### src/core/status_service_request_pkg.sv
// package for the status and service request block
// holds field positions, reset values, timing counts and operation codes
package status_service_request_pkg;

	// register widths
	localparam int REG_W = 8;
	localparam int IDX_W = 4;

	// status summary byte bit positions
	localparam int SUM_BIT_COMM     = 0;
	localparam int SUM_BIT_OVERLOAD = 1;
	localparam int SUM_BIT_EVENT    = 5;
	localparam int SUM_BIT_REQUEST  = 6;

	// highest valid bit index
	localparam logic [IDX_W-1:0] MAX_BIT_INDEX = 4'h7;

	// reset values
	localparam logic [REG_W-1:0] FLAGS_RESET = 8'h00;
	localparam logic [REG_W-1:0] MASK_RESET  = 8'h00;
	localparam logic             PULSE_MODE_RESET = 1'b0;

	// pulse timing: least low time of the request line
	localparam int CLK_MHZ       = 200;
	localparam int PULSE_MIN_NS  = 1000;
	localparam int PULSE_CYCLES  = (PULSE_MIN_NS * CLK_MHZ + 999) / 1000;
	localparam int PULSE_CNT_W   = 8;

	// operation targets
	typedef enum logic [3:0] {
		SEL_NONE      = 4'h0,
		SEL_SUMMARY   = 4'h1,
		SEL_SUM_MASK  = 4'h2,
		SEL_EVENT     = 4'h3,
		SEL_EVT_MASK  = 4'h4,
		SEL_COMM      = 4'h5,
		SEL_COMM_MASK = 4'h6,
		SEL_OVL_COND  = 4'h7,
		SEL_OVL_LATCH = 4'h8,
		SEL_OVL_MASK  = 4'h9,
		SEL_PULSE     = 4'hA
	} target_sel_t;

	// request line states
	typedef enum logic [1:0] {
		LINE_IDLE  = 2'b00,
		LINE_LATCH = 2'b01,
		LINE_PULSE = 2'b10
	} line_state_t;

endpackage

### src/core/event_group.sv
// one event group: sticky flags, enable mask, read-clears-returned-bits
// assumes one operation per cycle from the command interpreter
`timescale 1ns/1ps
module event_group
	import status_service_request_pkg::*;
(
	// clock and reset
	input  wire logic             mclk_i,
	input  wire logic             rst_n_i,
	// event sources
	input  wire logic [REG_W-1:0] set_i,
	input  wire logic             clear_all_i,
	// flag read (clears returned bits)
	input  wire logic             flag_rd_i,
	input  wire logic [REG_W-1:0] flag_rd_bits_i,
	// mask write
	input  wire logic             mask_wr_i,
	input  wire logic [REG_W-1:0] mask_wr_bits_i,
	input  wire logic [REG_W-1:0] mask_wr_data_i,
	// state
	output logic      [REG_W-1:0] flags_o,
	output logic      [REG_W-1:0] mask_o,
	output logic                  summary_o
);

	logic [REG_W-1:0] next_flags;
	logic [REG_W-1:0] next_mask;

	// next flags: clear returned bits, new events win
	always_comb begin
		next_flags = flags_o;
		if (clear_all_i) begin
			next_flags = FLAGS_RESET;
		end else if (flag_rd_i) begin
			next_flags = flags_o & ~flag_rd_bits_i;
		end
		next_flags = next_flags | set_i;
		next_mask = (mask_o & ~mask_wr_bits_i) | (mask_wr_data_i & mask_wr_bits_i);
		if (!mask_wr_i) begin
			next_mask = mask_o;
		end
	end

	// register flags and mask
	always_ff @(posedge mclk_i) begin
		if (!rst_n_i) begin
			flags_o <= FLAGS_RESET;
			mask_o  <= MASK_RESET;
		end else begin
			flags_o <= next_flags;
			mask_o  <= next_mask;
		end
	end

	assign summary_o = |(flags_o & mask_o);

endmodule // event_group

### src/core/status_service_request.sv
// status reporting and service request logic of the instrument module
// assumes a command interpreter presents one decoded operation per cycle
// Functional notes
// - whole summary read releases request line in latch mode
// - single-bit summary read leaves line alone
// - summary query returns byte or bit
// - summary mask settable/readable, whole or bit
// - event flag query returns byte or bit
// - event flag read clears returned bits
// - event mask settable/readable, whole or bit
// - comm error read clears returned bits
// - comm mask settable/readable, whole or bit
// - overload condition query returns live bits
// - latched overload read clears returned bits
// - pulse mode: low pulse at least 1us
// - latch mode: low until whole summary read
// - pulse mode one bit, off at reset
// - clear command zeroes all event flags, except bits whose source sets them in the same cycle
// - summary bit index above 7 rejected
`timescale 1ns/1ps
module status_service_request
	import status_service_request_pkg::*;
(
	// clock and reset
	input  wire logic             mclk_i,
	input  wire logic             rst_n_i,
	// operation from the command interpreter
	input  wire logic             op_valid_i,
	input  wire logic             op_write_i,
	input  wire logic [3:0]       op_target_i,
	input  wire logic             op_indexed_i,
	input  wire logic [IDX_W-1:0] op_index_i,
	input  wire logic [REG_W-1:0] op_data_i,
	input  wire logic             clear_all_flags_cmd_i,
	// event sources
	input  wire logic [REG_W-1:0] standard_event_set_i,
	input  wire logic [REG_W-1:0] comm_error_set_i,
	input  wire logic [REG_W-1:0] overload_condition_bits_i,
	input  wire logic [REG_W-1:0] summary_aux_bits_i,
	// answer
	output logic                  resp_valid_o,
	output logic      [REG_W-1:0] resp_data_o,
	output logic                  invalid_bit_err_o,
	// service request line and mode
	output logic                  service_request_n_o,
	output logic                  request_pulse_mode_o
);

	////////////////////////////////////////////////////////////////////////
	// operation decode

	target_sel_t      sel;
	logic             rd;
	logic             wr;
	logic             idx_bad;
	logic [REG_W-1:0] bits;
	logic [REG_W-1:0] wdata;

	// decode target, lane mask and write data
	always_comb begin
		sel     = target_sel_t'(op_target_i);
		rd      = op_valid_i & ~op_write_i;
		wr      = op_valid_i & op_write_i;
		idx_bad = op_indexed_i && (op_index_i > MAX_BIT_INDEX);
		bits    = 8'hFF;
		wdata   = op_data_i;
		if (op_indexed_i) begin
			bits  = 8'h01 << op_index_i[2:0];
			wdata = op_data_i[0] ? bits : 8'h00;
		end
	end

	////////////////////////////////////////////////////////////////////////
	// event groups

	logic [REG_W-1:0] standard_event_flags;
	logic [REG_W-1:0] standard_event_enable_mask;
	logic [REG_W-1:0] comm_error_flags;
	logic [REG_W-1:0] comm_error_enable_mask;
	logic [REG_W-1:0] overload_latched_flags;
	logic [REG_W-1:0] overload_enable_mask;
	logic             evt_sum;
	logic             comm_sum;
	logic             ovl_sum;
	logic             ok;

	assign ok = ~idx_bad;

	event_group u_event (
		.mclk_i         (mclk_i),
		.rst_n_i        (rst_n_i),
		.set_i          (standard_event_set_i),
		.clear_all_i    (clear_all_flags_cmd_i),
		.flag_rd_i      (rd & ok & (sel == SEL_EVENT)),
		.flag_rd_bits_i (bits),
		.mask_wr_i      (wr & ok & (sel == SEL_EVT_MASK)),
		.mask_wr_bits_i (bits),
		.mask_wr_data_i (wdata),
		.flags_o        (standard_event_flags),
		.mask_o         (standard_event_enable_mask),
		.summary_o      (evt_sum)
	);

	event_group u_comm (
		.mclk_i         (mclk_i),
		.rst_n_i        (rst_n_i),
		.set_i          (comm_error_set_i),
		.clear_all_i    (clear_all_flags_cmd_i),
		.flag_rd_i      (rd & ok & (sel == SEL_COMM)),
		.flag_rd_bits_i (bits),
		.mask_wr_i      (wr & ok & (sel == SEL_COMM_MASK)),
		.mask_wr_bits_i (bits),
		.mask_wr_data_i (wdata),
		.flags_o        (comm_error_flags),
		.mask_o         (comm_error_enable_mask),
		.summary_o      (comm_sum)
	);

	event_group u_ovl (
		.mclk_i         (mclk_i),
		.rst_n_i        (rst_n_i),
		.set_i          (overload_condition_bits_i),
		.clear_all_i    (clear_all_flags_cmd_i),
		.flag_rd_i      (rd & ok & (sel == SEL_OVL_LATCH)),
		.flag_rd_bits_i (bits),
		.mask_wr_i      (wr & ok & (sel == SEL_OVL_MASK)),
		.mask_wr_bits_i (bits),
		.mask_wr_data_i (wdata),
		.flags_o        (overload_latched_flags),
		.mask_o         (overload_enable_mask),
		.summary_o      (ovl_sum)
	);

	////////////////////////////////////////////////////////////////////////
	// summary byte and enable mask

	logic [REG_W-1:0] status_summary_byte;
	logic [REG_W-1:0] summary_enable_mask;
	logic [REG_W-1:0] next_summary_enable_mask;
	logic             next_pulse_mode;
	logic             request_now;
	logic             request_prev;
	logic             next_request_prev;
	logic             new_request;

	always_comb begin
		status_summary_byte = summary_aux_bits_i;
		status_summary_byte[SUM_BIT_COMM]     = comm_sum;
		status_summary_byte[SUM_BIT_OVERLOAD] = ovl_sum;
		status_summary_byte[SUM_BIT_EVENT]    = evt_sum;
		status_summary_byte[SUM_BIT_REQUEST]  = ~service_request_n_o;
		request_now = |(status_summary_byte & summary_enable_mask
			& ~(8'h01 << SUM_BIT_REQUEST));
		new_request = request_now & ~request_prev;
		next_request_prev = request_now;
	end

	always_comb begin
		next_summary_enable_mask = summary_enable_mask;
		next_pulse_mode          = request_pulse_mode_o;
		if (wr && ok && (sel == SEL_SUM_MASK)) begin
			next_summary_enable_mask = (summary_enable_mask & ~bits) | (wdata & bits);
		end
		if (wr && (sel == SEL_PULSE)) begin
			next_pulse_mode = op_data_i[0];
		end
	end

	// register mask, mode and request history
	always_ff @(posedge mclk_i) begin
		if (!rst_n_i) begin
			summary_enable_mask  <= MASK_RESET;
			request_pulse_mode_o <= PULSE_MODE_RESET;
			request_prev         <= 1'b0;
		end else begin
			summary_enable_mask  <= next_summary_enable_mask;
			request_pulse_mode_o <= next_pulse_mode;
			request_prev         <= next_request_prev;
		end
	end

	////////////////////////////////////////////////////////////////////////
	// service request line

	line_state_t            line_state;
	line_state_t            next_line_state;
	logic [PULSE_CNT_W-1:0] pulse_cnt;
	logic [PULSE_CNT_W-1:0] next_pulse_cnt;
	logic                   whole_sum_read;

	assign whole_sum_read = rd & (sel == SEL_SUMMARY) & ~op_indexed_i;

	// line state machine
	always_comb begin
		next_line_state = line_state;
		next_pulse_cnt  = pulse_cnt;
		case (line_state)
			LINE_IDLE: begin
				if (new_request && request_pulse_mode_o) begin
					next_line_state = LINE_PULSE;
					next_pulse_cnt  = PULSE_CNT_W'(PULSE_CYCLES - 1);
				end else if (new_request) begin
					next_line_state = LINE_LATCH;
				end
			end
			LINE_LATCH: begin
				if (whole_sum_read) begin
					next_line_state = LINE_IDLE;
				end
			end
			LINE_PULSE: begin
				if (pulse_cnt == '0) begin
					next_line_state = LINE_IDLE;
				end else begin
					next_pulse_cnt = pulse_cnt - 1'b1;
				end
			end
			default: begin
				next_line_state = LINE_IDLE;
			end
		endcase
	end

	// register line state, output straight from a flop
	always_ff @(posedge mclk_i) begin
		if (!rst_n_i) begin
			line_state          <= LINE_IDLE;
			pulse_cnt           <= '0;
			service_request_n_o <= 1'b1;
		end else begin
			line_state          <= next_line_state;
			pulse_cnt           <= next_pulse_cnt;
			service_request_n_o <= (next_line_state == LINE_IDLE);
		end
	end

	////////////////////////////////////////////////////////////////////////
	// query answers

	logic [REG_W-1:0] rd_value;
	logic             next_resp_valid;
	logic [REG_W-1:0] next_resp_data;
	logic             next_err;

	always_comb begin
		rd_value = 8'h00;
		if (sel == SEL_SUMMARY) begin
			rd_value = status_summary_byte;
		end else if (sel == SEL_SUM_MASK) begin
			rd_value = summary_enable_mask;
		end else if (sel == SEL_EVENT) begin
			rd_value = standard_event_flags;
		end else if (sel == SEL_EVT_MASK) begin
			rd_value = standard_event_enable_mask;
		end else if (sel == SEL_COMM) begin
			rd_value = comm_error_flags;
		end else if (sel == SEL_COMM_MASK) begin
			rd_value = comm_error_enable_mask;
		end else if (sel == SEL_OVL_COND) begin
			rd_value = overload_condition_bits_i;
		end else if (sel == SEL_OVL_LATCH) begin
			rd_value = overload_latched_flags;
		end else if (sel == SEL_OVL_MASK) begin
			rd_value = overload_enable_mask;
		end else if (sel == SEL_PULSE) begin
			rd_value = {7'h00, request_pulse_mode_o};
		end
		next_resp_valid = rd & ok;
		next_resp_data  = 8'h00;
		if (rd && ok) begin
			next_resp_data = op_indexed_i ? {7'h00, |(rd_value & bits)} : rd_value;
		end
		next_err = op_valid_i & idx_bad;
	end

	// register answers
	always_ff @(posedge mclk_i) begin
		if (!rst_n_i) begin
			resp_valid_o      <= 1'b0;
			resp_data_o       <= 8'h00;
			invalid_bit_err_o <= 1'b0;
		end else begin
			resp_valid_o      <= next_resp_valid;
			resp_data_o       <= next_resp_data;
			invalid_bit_err_o <= next_err;
		end
	end

endmodule // status_service_request

### config.mk
export PLATFORM = sky130hd
export DESIGN_NAME = status_service_request
export DESIGN_NICKNAME = d
export VERILOG_FILES = /design/src/core/status_service_request_pkg.sv /design/src/core/event_group.sv /design/src/core/status_service_request.sv
export SDC_FILE = /design/constraint.sdc
export NUM_CORES = 1
export LEC_CHECK = 0
export ABC_AREA = 1
export BUFFER_PORTS_ARGS = -buffer_cell sky130_fd_sc_hd__buf_2
export CORE_UTILIZATION = 55
export CTS_CLUSTER_DIAMETER = 60
export DETAILED_ROUTE_END_ITERATION = 8
export GPL_ROUTABILITY_DRIVEN = 0
export MAX_ROUTING_LAYER = met4
export PLACE_DENSITY = 0.83
export SLEW_MARGIN = 20
export SYNTH_ARGS = -nofsm -noshare
export SYNTH_HDL_FRONTEND = slang
export SYNTH_SLANG_ARGS = --single-unit
### constraint.sdc
create_clock -name mclk_i -period 2 [get_ports mclk_i]
set_clock_uncertainty 0.1 [all_clocks]
set_input_delay 0.2 -clock mclk_i [delete_from_list [all_inputs] [get_ports mclk_i]]
set_output_delay 0.2 -clock mclk_i [all_outputs]
set_load 0.1 [all_outputs]
==> reports/qor.yml, run 1 <==
setup_path:
  cp_cell_sequence: "inv_1, o21ai_0, nor2_1, nand2_1, a21oi_2, nand3_1, nand3_2, buf_4, nand3_1, a21oi_1"
  endpoint_kind: "register"
  crit_type: "reg -> reg"
  cp_num_buf_inv: 2
  cp.arrival_ns: 2.00
  max_stage_delay_ns: 0.31
  cp_common_cell: "nand3_1"
  setup.worst_path.start_class: "register"
  cp_max_fo: 7
  worst_path_dominant_cell_family: "simple AND/OR/NAND/NOR gates"
  required_ns: 2.21
  critical_path.slowest_cell: "dfxtp_1"
global_routing:
  grt_pass1_vias: 4742
  gr-total-overflow: 0
  grt_max_degree: 48
  grt_pass1_wl_mm: 21.67
  antenna_found_initial: 0
  track_usage_pct: 34.80
sta:
  period_needed_ns: 1.793
  finalMaxSlewViolations: 0
  rsz0062_at_grt: "false"
  post-route-period-util_pct: 89.63
  setup_viol: 0
  fmax_mhz: 557.9
  fin_setup_tns_ns: 0
  slew_headroom_pct: 61.00
  max_slew.worst_pin.slew_ns: 0.5789
  hold_viol: 0
yosys:
  syn_inst: 644
  ys_seq_area_share_pct: 37.29
  yosysWarnings: 0
  syn_nets: 700
  syn_avg_cell_area_um2: 6.586
  synth_fa_ha_area_share_pct: 0.5900
  synthSimpleGateAreaFrac_pct: 32.63
  yosysUniqueCellTypes: 32
  netlist_area_um2: 4242
  synth_top_family_by_area: "simple AND/OR/NAND/NOR gates"
  synth.mux.area_fraction_pct: 0
  synthXorXnorAreaFrac_pct: 0.6195
  synth_compound_area_share_pct: 19.29
  synth_seq_cells: 79
clocking:
  htreeDepth: 3
  tritoncts: "done"
  post-cts-setup-buffer-count: 0
  root_buffer: "clkbuf_8"
  clock_latency_ns: 0.37
  cts_buffer_depth: 2
  cts.sinks: 79
  numCtsBuffers: 9
  clk_pin_slew_ns: 0.09
place:
  port_buffers: 61
  dp_cells: 814
  hpwl_mm: 9.775
run_status:
  status: "finished clean"
floorplanning:
  die_area_um2: 8067
  pin_count: 66
  die_w_um: 89.82
  core_um2: 7370
  die_h_um: 89.82
  rows: 31
  start_util_pct: 57.56
cells_and_area:
  fin_cells: 851
  area_delta_synth_final_pct: 24.54
  antennaDiodeCount: 0
  layout.nets: 805
  drive_gt1_share_pct: 16.76
power:
  peakVddDrop_mv: 0.4442
  power_density_nw_per_um2: 654.0
  leakage_nw: 2.383
route:
  routedWlPerCell_um: 16.05
  route.detailed.drc: 0
  ant_nets: 0
  detail_route.iter0.violations: 555
  routed_wl_mm: 13.66
  first_pass_iters: 6
  vias_per_cell: 5.949
  vias: 5063
run:
  cap_viol_max_count: 0
hold_path:
  hold_class: "in -> reg"
[layer usage]
layer  global-route usage [%]  share of wire [%]  up-vias
met4                    22.27                5.3        0
li1                         -                  -     2349
met1                    39.05                 38     2260
met3                    8.545                 12       95
met5                        -                  0        -
met2                    55.45                 45      359
[metrics by stage]
stage / setup WS [ns] / utilization (%) / power, mW / hold slack, ns / area, µm²
after global placement: 0.1514 / 65.23 / 2.073 / 0.3379 / 4807
after CTS: 0.1412 / 71.38 / 3.432 / 0.01303 / 5260
after global routing: 0.003112 / 71.68 / 3.547 / 0.02480 / 5283
after detailed placement: 0.09505 / 65.23 / 2.084 / 0.3422 / 4807
after floorplan: 0.3087 / - / 1.906 / 0.2340 / 4243
final: 0.2074 / 71.68 / 3.455 / 0.02236 / 5283
[cells in the final DEF (no fill, tap or decap), types with 2 or more instances in the layout]
cell type      Yosys  layout
xor2_1             3       3
o211ai_1          24      24
o21ai_0           43      43
dlygate4sd3_1      0      23
nand4_1           10      10
inv_1             91      91
o311a_1            2       2
or2_0              2       2
a31oi_1            6       6
dfxtp_1           79      78
nand2_2            5       5
a21oi_1           58      57
nor2_4             4       4
nor3_1            26      26
nor2_2             6       6
a221oi_2           0       3
clkbuf_8           0      11
buf_4              1      23
a21oi_2            1       2
bufinv_16          0       2
ha_1               2       2
a22o_1             2       2
nand2_1          133     133
buf_2              1      61
nand3_1           60      60
nor2_1            59      59
or2_2              3       3
[repair_timing]
action	CTS	global route
endpoints found under the hold margin	23	0
setup endpoints to repair	1	8
gates resized for setup	1	4
hold buffers	23	0
pin swaps	0	1
[worst reg2reg max path, delay by kind of cell (launching register included)]
family                 cells  cell delay (ns)
AO/OA/AOI/OAI              3             0.45
flip-flops                 1             0.31
AND/OR/NAND/NOR            5             0.63
buffers and inverters      2             0.25
[cell families (layout without fill, tap and decap cells)]
group | Yosys count | after routing
AOI/OAI and AO/OA | 142 | 142
xor gates and xnor gates | 3 | 3
adders and majority gates | 2 | 2
buffers and inverters | 107 | 215
DFF | 79 | 79
and+or+nand+nor | 311 | 311
[cell usage after synthesis]
cell	instances	area share, %
a21oi_1	58	6.8
a21oi_2	1	0.21
a221oi_1	4	0.83
a22o_1	2	0.41
a31oi_1	6	0.89
buf_2	1	0.12
buf_4	1	0.18
clkbuf_1	12	1.1
clkinv_1	1	0.088
dfxtp_1	79	37
ha_1	2	0.59
inv_1	91	8.1
inv_2	1	0.088
nand2_1	133	12
nand2_2	5	0.74
nand3_1	60	7.1
nand3_2	1	0.24
nand3b_1	1	0.18
nand4_1	10	1.5
nor2_1	59	5.2
nor2_2	6	0.89
nor2_4	4	1.1
nor3_1	26	3.1
nor3b_1	1	0.18
o2111ai_1	1	0.21
o211ai_1	24	4.2
o21ai_0	43	5.1
o21ai_1	1	0.12
o311a_1	2	0.47
or2_0	2	0.29
or2_2	3	0.44
xor2_1	3	0.62
[final timing paths]
check / from / endpoint / slack [ns] / depth (start not counted)
worst min register to register: register / register / 0.38 / 2
worst max-delay path: register / pulse_cnt[0] / 0.21 / 10
worst min-delay path: standard_event_set_i[4] / u_event.flags_o[4] / 0.02 / 3
worst max register to register: register / pulse_cnt[0] / 0.21 / 10
[final cells by class]
| class | instances | area (µm²) |
|---|---|---|
| Clock buffer | 11 | 151.4 |
| Clock inverter | 3 | 67.56 |
| Fill cell | 597 | 2087 |
| Inverter | 93 | 349.1 |
| Multi-Input combinational cell | 458 | 2280 |
| Sequential cell | 79 | 1583 |
| Tap cell | 99 | 123.9 |
| Timing Repair Buffer | 108 | 728.2 |
[power breakdown]
group | switching (mW) | internal, mW | leakage (nW)
combinational | 0.294 | 0.165 | 1.63
clock | 0.593 | 0.758 | 0.108
sequential | 0.0337 | 1.61 | 0.645
Power figures use the tool's default switching activity.
==> inputs of run 2 (changes only) <==
Settings changed: CORE_ASPECT_RATIO set to 1.75, PLACE_DENSITY 0.83 to 0.78.
==> reports/qor.yml, run 2 (same netlist as run 1, synthesis figures left out) <==
run_status:
  status: "finished clean"
global_routing:
  grt_max_degree: 27  # -44%
  grt_use_met1_pct: 41.75  # +2.7 points
  antenna_found_initial: 0  # unchanged
  busiest_layer: "met2"
  grt_pass1_wl_mm: 23.35  # +7.8%
  grt_pass1_vias: 4754  # +0.25%
  track_usage_pct: 40.77  # +6.0 points
  gr-total-overflow: 0  # unchanged
  grt_util_met3_pct: 14.77  # +6.2 points
  met2_usage_pct: 61.15  # +5.7 points
floorplanning:
  die_w_um: 68.39  # -24%
  core_um2: 7515  # +2.0%
  pin_count: 66  # unchanged
  start_util_pct: 56.44  # -1.1 points
  die_area_um2: 8081  # +0.18%
  rows: 42  # +35%
  die_h_um: 118.2  # +32%
cells_and_area:
  drive_gt1_share_pct: 18.38  # +1.6 points
  fin_cells: 828  # -2.7%
  nFillCells: 675  # +13%
  final-seq-area_um2: 1583  # unchanged
  layout_common_cells: "nand2_1 (131), inv_1 (91), dfxtp_1 (78)"
  multi_input_area_um2: 2288  # +0.38%
  final_common_cell: "nand2_1"
  antennaDiodeCount: 0  # unchanged
  area_delta_synth_final_pct: 22.48
  final_util_pct: 69.13  # -2.5 points
  layout.nets: 793  # -1.5%
clocking:
  numCtsBuffers: 9  # unchanged
  tritoncts: "done"
  htreeDepth: 3  # unchanged
  cts_buffer_depth: 2  # unchanged
  clock_latency_ns: 0.34  # -0.03 ns
  root_buffer: "clkbuf_16"
  cts.sinks: 79  # unchanged
  clk_pin_slew_ns: 0.06  # -0.03 ns
setup_path:
  critical_path.slowest_cell: "dfxtp_1"
  crit_type: "reg -> reg"
  required_ns: 2.17  # -0.04 ns
  cp_cell_sequence: "nand2_1, o21ai_0, nor2_2, nand2_1, a21oi_1, nand3_1, nand3_2, buf_4, nand3_1, a21oi_1"
  r2r-end: "pulse_cnt[4]"
  r2r_cells: 10  # unchanged
  cp.arrival_ns: 2.05  # +0.05 ns
  endpoint_kind: "register"
  setup.worst_path.start_class: "register"
  worst_path_dominant_cell_family: "simple AND/OR/NAND/NOR gates"
  cp_max_fo: 5  # -2
  r2r_start: "u_comm.flags_o[7]"
  rrSetupSlack_ns: 0.12  # -0.09 ns
  max_stage_delay_ns: 0.33  # +0.02 ns
  crit_start: "u_comm.flags_o[7]"
  cp_num_buf_inv: 1  # -1
place:
  port_buffers: 61  # unchanged
  hpwl_mm: 10.71  # +9.6%
  dp_cells: 809  # -0.61%
  dpl_worst_slack_ns: 0.05412  # -0.04093 ns
sta:
  fmax_mhz: 532.0  # -4.6%
  slew_headroom_pct: 63.50  # +2.5 points
  period_needed_ns: 1.880  # +0.08727 ns
  fin_setup_tns_ns: 0  # unchanged
  hold_viol: 0  # unchanged
  fin_ws_ns: 0.1201  # -0.08727 ns
  setup_viol: 0  # unchanged
  max_slew.worst_pin.slew_ns: 0.5418  # -0.03712 ns
  finalMaxSlewViolations: 0  # unchanged
  rsz0062_at_grt: "false"
  post-route-period-util_pct: 93.99  # +4.4 points
route:
  detail_route.iter0.violations: 597  # +7.6%
  first_pass_iters: 7  # +1
  vias_per_cell: 5.941  # -0.15%
  ant_nets: 0  # unchanged
  vias: 4919  # -2.8%
  route.detailed.drc: 0  # unchanged
  routed_wl_mm: 14.40  # +5.4%
  routedWlPerCell_um: 17.39  # +8.3%
hold_path:
  min_to: "u_event.flags_o[4]"
  hold_depth: 3  # unchanged
  min_from: "standard_event_set_i[4]"
  hold_class: "in -> reg"
power:
  power_density_nw_per_um2: 710.7  # +8.7%
  leakage_nw: 2.368  # -0.65%
  peakVddDrop_mv: 0.6164  # +39%
run:
  cap_viol_max_count: 0  # unchanged
[run 2: cell types whose count changed in the layout (fill, tap and decap cells not counted), sizes merged]
cell / previous run / this run
dlygate4sd3: 23 / 4
bufinv: 2 / 1
clkbuf: 11 / 10
buf: 85 / 92
clkinv: 1 / 3
[run 2: area by class of cell]
type                       count  share of cell area (%)
tap                           88                   2.119
clock buffer                  10                   4.600
sequential                    79                   30.47
timing repair buffer          96                   11.13
clock inverter                 4                  0.9152
multi-input combinational    458                   44.05
inverter                      93                   6.720
[run 2: timing repair]
| item | 4_1_cts | 5_1_grt |
|---|---|---|
| hold buffers | 4 | 0 |
| setup buffers | 0 | 1 |
| endpoints found under the setup margin | 0 | 9 |
| endpoints found under the hold margin | 4 | 0 |
| resized for setup | 0 | 8 |
[run 2: worst register-to-register path, cell delays in order, from the launching register on]
cell and delay, ns:
dfxtp_1 0.33, nand2_1 0.12, o21ai_0 0.14, nor2_2 0.17, nand2_1 0.07, a21oi_1 0.18, nand3_1 0.16, nand3_2 0.14
buf_4 0.16, nand3_1 0.08, a21oi_1 0.15
[run 2: stage by stage]
| step | hold slack [ns] | total power, mW | area, µm² |
|---|---|---|---|
| after floorplan | 0.2340 | 1.906 | 4243 |
| after global placement | 0.3398 | 2.071 | 4826 |
| after detailed placement | 0.3450 | 2.080 | 4826 |
| after CTS | 0.001001 | 3.683 | 5152 |
| after global routing | 0.01221 | 3.794 | 5195 |
| final | 0.009867 | 3.692 | 5195 |
[run 2: worst max-delay path by stage]
stage	end	slack [ns]	cells after the start
detailed placement	resp_data_o[0]	0.05	16
global route	pulse_cnt[0]	0.006	10
finish	pulse_cnt[4]	0.12	10
CTS	pulse_cnt[4]	0.03	10
floorplan	resp_data_o[0]	0.31	7
global placement	pulse_cnt[0]	0.08	10
[run 2: layer usage]
layer,share of wire (%),vias up
li1,-,2326
met2,49,280
met4,8.2,0
met5,0,-
met3,7.4,95
met1,35,2218
[run 2: where the power goes]
part | switching, mW | internal [mW]
Combinational | 0.289 | 0.138
Clock | 0.636 | 0.981
Sequential | 0.0332 | 1.61
Total | 0.959 | 2.73
==> inputs of run 3 (changes only) <==
Settings changed: ABC_AREA 1 to unset, CORE_UTILIZATION 55 to 35, PLACE_DENSITY 0.78 to unset.
==> reports/qor.yml, run 3 <==
setup_path:
  critical_path.slowest_cell: "o41ai_2"
  setup.worst_path.start_class: "register"
  cp_cell_sequence: "a22o_1, o41ai_2, nand3_2, o311ai_4, buf_4, buf_6, a21oi_2"
  cp_max_fo: 3  # -2
  endpoint_kind: "register"
  max_stage_delay_ns: 0.42  # +0.09 ns
  r2r_cells: 7  # -3
  required_ns: 2.11  # -0.06 ns
  cp.arrival_ns: 2.19  # +0.14 ns
  crit_type: "reg -> reg"
run_status:
  violations: "DRC, setup timing"
  status: "finished, violations left"
hold_path:
  hold_class: "in -> reg"
  hold_depth: 3  # unchanged
route:
  detail_route.iter0.violations: 432  # -28%
  ant_nets: 0  # unchanged
  vias_per_cell: 5.862  # -1.3%
  vias: 4701  # -4.4%
  routedWlPerCell_um: 20.39  # +17%
  routed_wl_mm: 16.35  # +14%
  first_pass_iters: 7  # unchanged
  route.detailed.drc: 12  # +12
yosys:
  synthTopCellsByCount: "nor2_1 (82), dfxtp_1 (79), nand2_1 (62)"
  yosysUniqueCellTypes: 65  # +100%
  netlist_area_um2: 4128  # -2.7%
  yosysWarnings: 0  # unchanged
  syn_avg_cell_area_um2: 7.953  # +21%
  async_flop_share_pct: 0  # unchanged
  synth_ff_type: "dfxtp_1"
  synth_seq_cells: 79  # unchanged
  ys_top_cells_by_area: "dfxtp_1 (38%), nor2_1 (7.5%), nand2_1 (5.6%)"
  synth_enable_flop_cells: 0  # unchanged
  ys_seq_area_share_pct: 38.31  # +1.0 points
  synth.most_common_cell: "nor2_1"
  syn_nets: 575  # -18%
  yosysTopAreaCell: "dfxtp_1"
  syn_inst: 519  # -19%
  synth_top_cell_area_share_pct: 38.31  # +1.0 points
cells_and_area:
  drive_gt1_share_pct: 29.09  # +11 points
  antennaDiodeCount: 0  # unchanged
  final_common_cell: "nor2_1"
  layout_common_cells: "nor2_1 (80), buf_4 (79), dfxtp_1 (76)"
  final-seq-area_um2: 1585  # +0.16%
  multi_input_area_um2: 2422  # +5.9%
  area_delta_synth_final_pct: 36.44
  nFillCells: 1165  # +73%
  layout.nets: 718  # -9.5%
floorplanning:
  die_area_um2: 12250  # +52%
  die_h_um: 145.7  # +23%
  pin_count: 66  # unchanged
  die_w_um: 84.09  # +23%
  start_util_pct: 35.84  # -21 points
  rows: 52  # +24%
  core_um2: 11520  # +53%
power:
  power_density_nw_per_um2: 709.8  # -0.14%
  peakVddDrop_mv: 0.3955  # -36%
  leakage_nw: 2.345  # -0.99%
clocking:
  clk_pin_slew_ns: 0.06  # about the same
  cts.sinks: 79  # unchanged
  clock_latency_ns: 0.34  # about the same
  numCtsBuffers: 9  # unchanged
  cts_buffer_depth: 2  # unchanged
  tritoncts: "done"
  htreeDepth: 3  # unchanged
  root_buffer: "clkbuf_16"
  post-cts-setup-buffer-count: 0  # unchanged
sta:
  slew_headroom_pct: 67.02  # +3.5 points
  max_slew.worst_pin.slew_ns: 0.4947  # -0.04707 ns
  finalMaxSlewViolations: 0  # unchanged
  setup_viol: 9  # +9
  fin_ws_ns: -0.07871  # -0.1989 ns
  hold_viol: 0  # unchanged
  fmax_mhz: 481.1  # -9.6%
  period_needed_ns: 2.079  # +0.1989 ns
  post-route-period-util_pct: 103.9  # +9.9 points
  rsz0062_at_grt: "true"
  fin_setup_tns_ns: -0.4926  # -0.4926 ns
run:
  cap_viol_max_count: 0  # unchanged
global_routing:
  antenna_found_initial: 0  # unchanged
  grt_pass1_vias: 4646  # -2.3%
  grt_max_degree: 41  # +52%
  grt_pass1_wl_mm: 25.16  # +7.8%
  track_usage_pct: 28.16  # -13 points
  gr-total-overflow: 0  # unchanged
place:
  hpwl_mm: 12.63  # +18%
  dpl_worst_slack_ns: -0.2786  # -0.3327 ns
  port_buffers: 61  # unchanged
-- run 3: cell count changes in the layout (fill, tap and decap cells not counted), sizes merged, moves of 12 or more --
cell         change
dlygate4sd3     +12
buf             +51
inv             -84
nand2           -75
nand3           -53
a21oi           -18
a31oi           +26
a22oi           +13
nor2            +13
o211ai          -24
-- run 3: what timing repair did --
| item | in CTS | in global routing |
|---|---|---|
| endpoints found under the hold margin | 16 | 0 |
| resized for setup | 11 | 8 |
| hold buffers | 16 | 0 |
| pin swaps | 3 | 9 |
| gates cloned | 0 | 0 |
| setup endpoints to repair | 10 | 11 |
-- run 3: metal layers --
metal	wire length [µm]	vias to the layer above	track usage, %
li1	-	2166	-
met1	5688	2257	27.71
met2	8266	199	47.83
met3	866	79	4.481
met4	1527	0	23.88
met5	0	-	-
-- run 3: cell families (layout without fill, tap and decap cells) --
logic type	after synthesis	in the layout	share of synthesized area (%)
compound gates	165	165	26.37
xor+xnor	6	6	1.273
fa+ha+maj	2	2	0.6061
buf+inv	35	183	4.031
flops	79	79	38.31
mux	19	19	5.244
simple gates	213	213	24.16
-- run 3: through the flow --
step / total power [mW] / utilization (%) / area [µm²] / hold WS [ns] / std cells
finish: 3.997 / 48.90 / 5632 / 0.003005 / 802
global route: 4.119 / 48.90 / 5632 / 0.002176 / 802
CTS: 4.003 / 48.69 / 5607 / 0.0005948 / 802
detailed placement: 2.231 / 44.34 / 5106 / 0.3152 / 770
global placement: 2.227 / 44.34 / 5106 / 0.3038 / 770
floorplan: 1.949 / - / 4128 / 0.2138 / 519
-- run 3: final timing paths --
kind	from	to	slack (ns)
setup reg to reg	register	pulse_cnt[7]	-0.08
hold / removal	overload_condition_bits_i[3]	u_ovl.flags_o[3]	0.003
hold reg to reg	register	register	0.39
setup / recovery	register	pulse_cnt[7]	-0.08
-- run 3: final cells by class --
type	instances	share of cell area, %
clock buffers	11	4.132
repair buffers	159	19.71
multi-input cells	405	43.01
flip-flops and latches	79	28.15
well taps	135	2.999
clock inverters	5	1.466
inverters	8	0.5332
-- run 3: report_power, final --
| group | leakage [nW] | internal, mW | switching, mW |
|---|---|---|---|
| registers | 0.645 | 1.61 | 0.0348 |
| logic | 1.55 | 0.246 | 0.344 |
| clock network | 0.154 | 1.10 | 0.662 |
-- run 3: critical path: cells and delay by family (launching register included) --
kind	cells	cell delay, ns
flip-flops	1	0.31
buffers and inverters	2	0.28
AND/OR/NAND/NOR	1	0.19
AO/OA/AOI/OAI	4	1.07
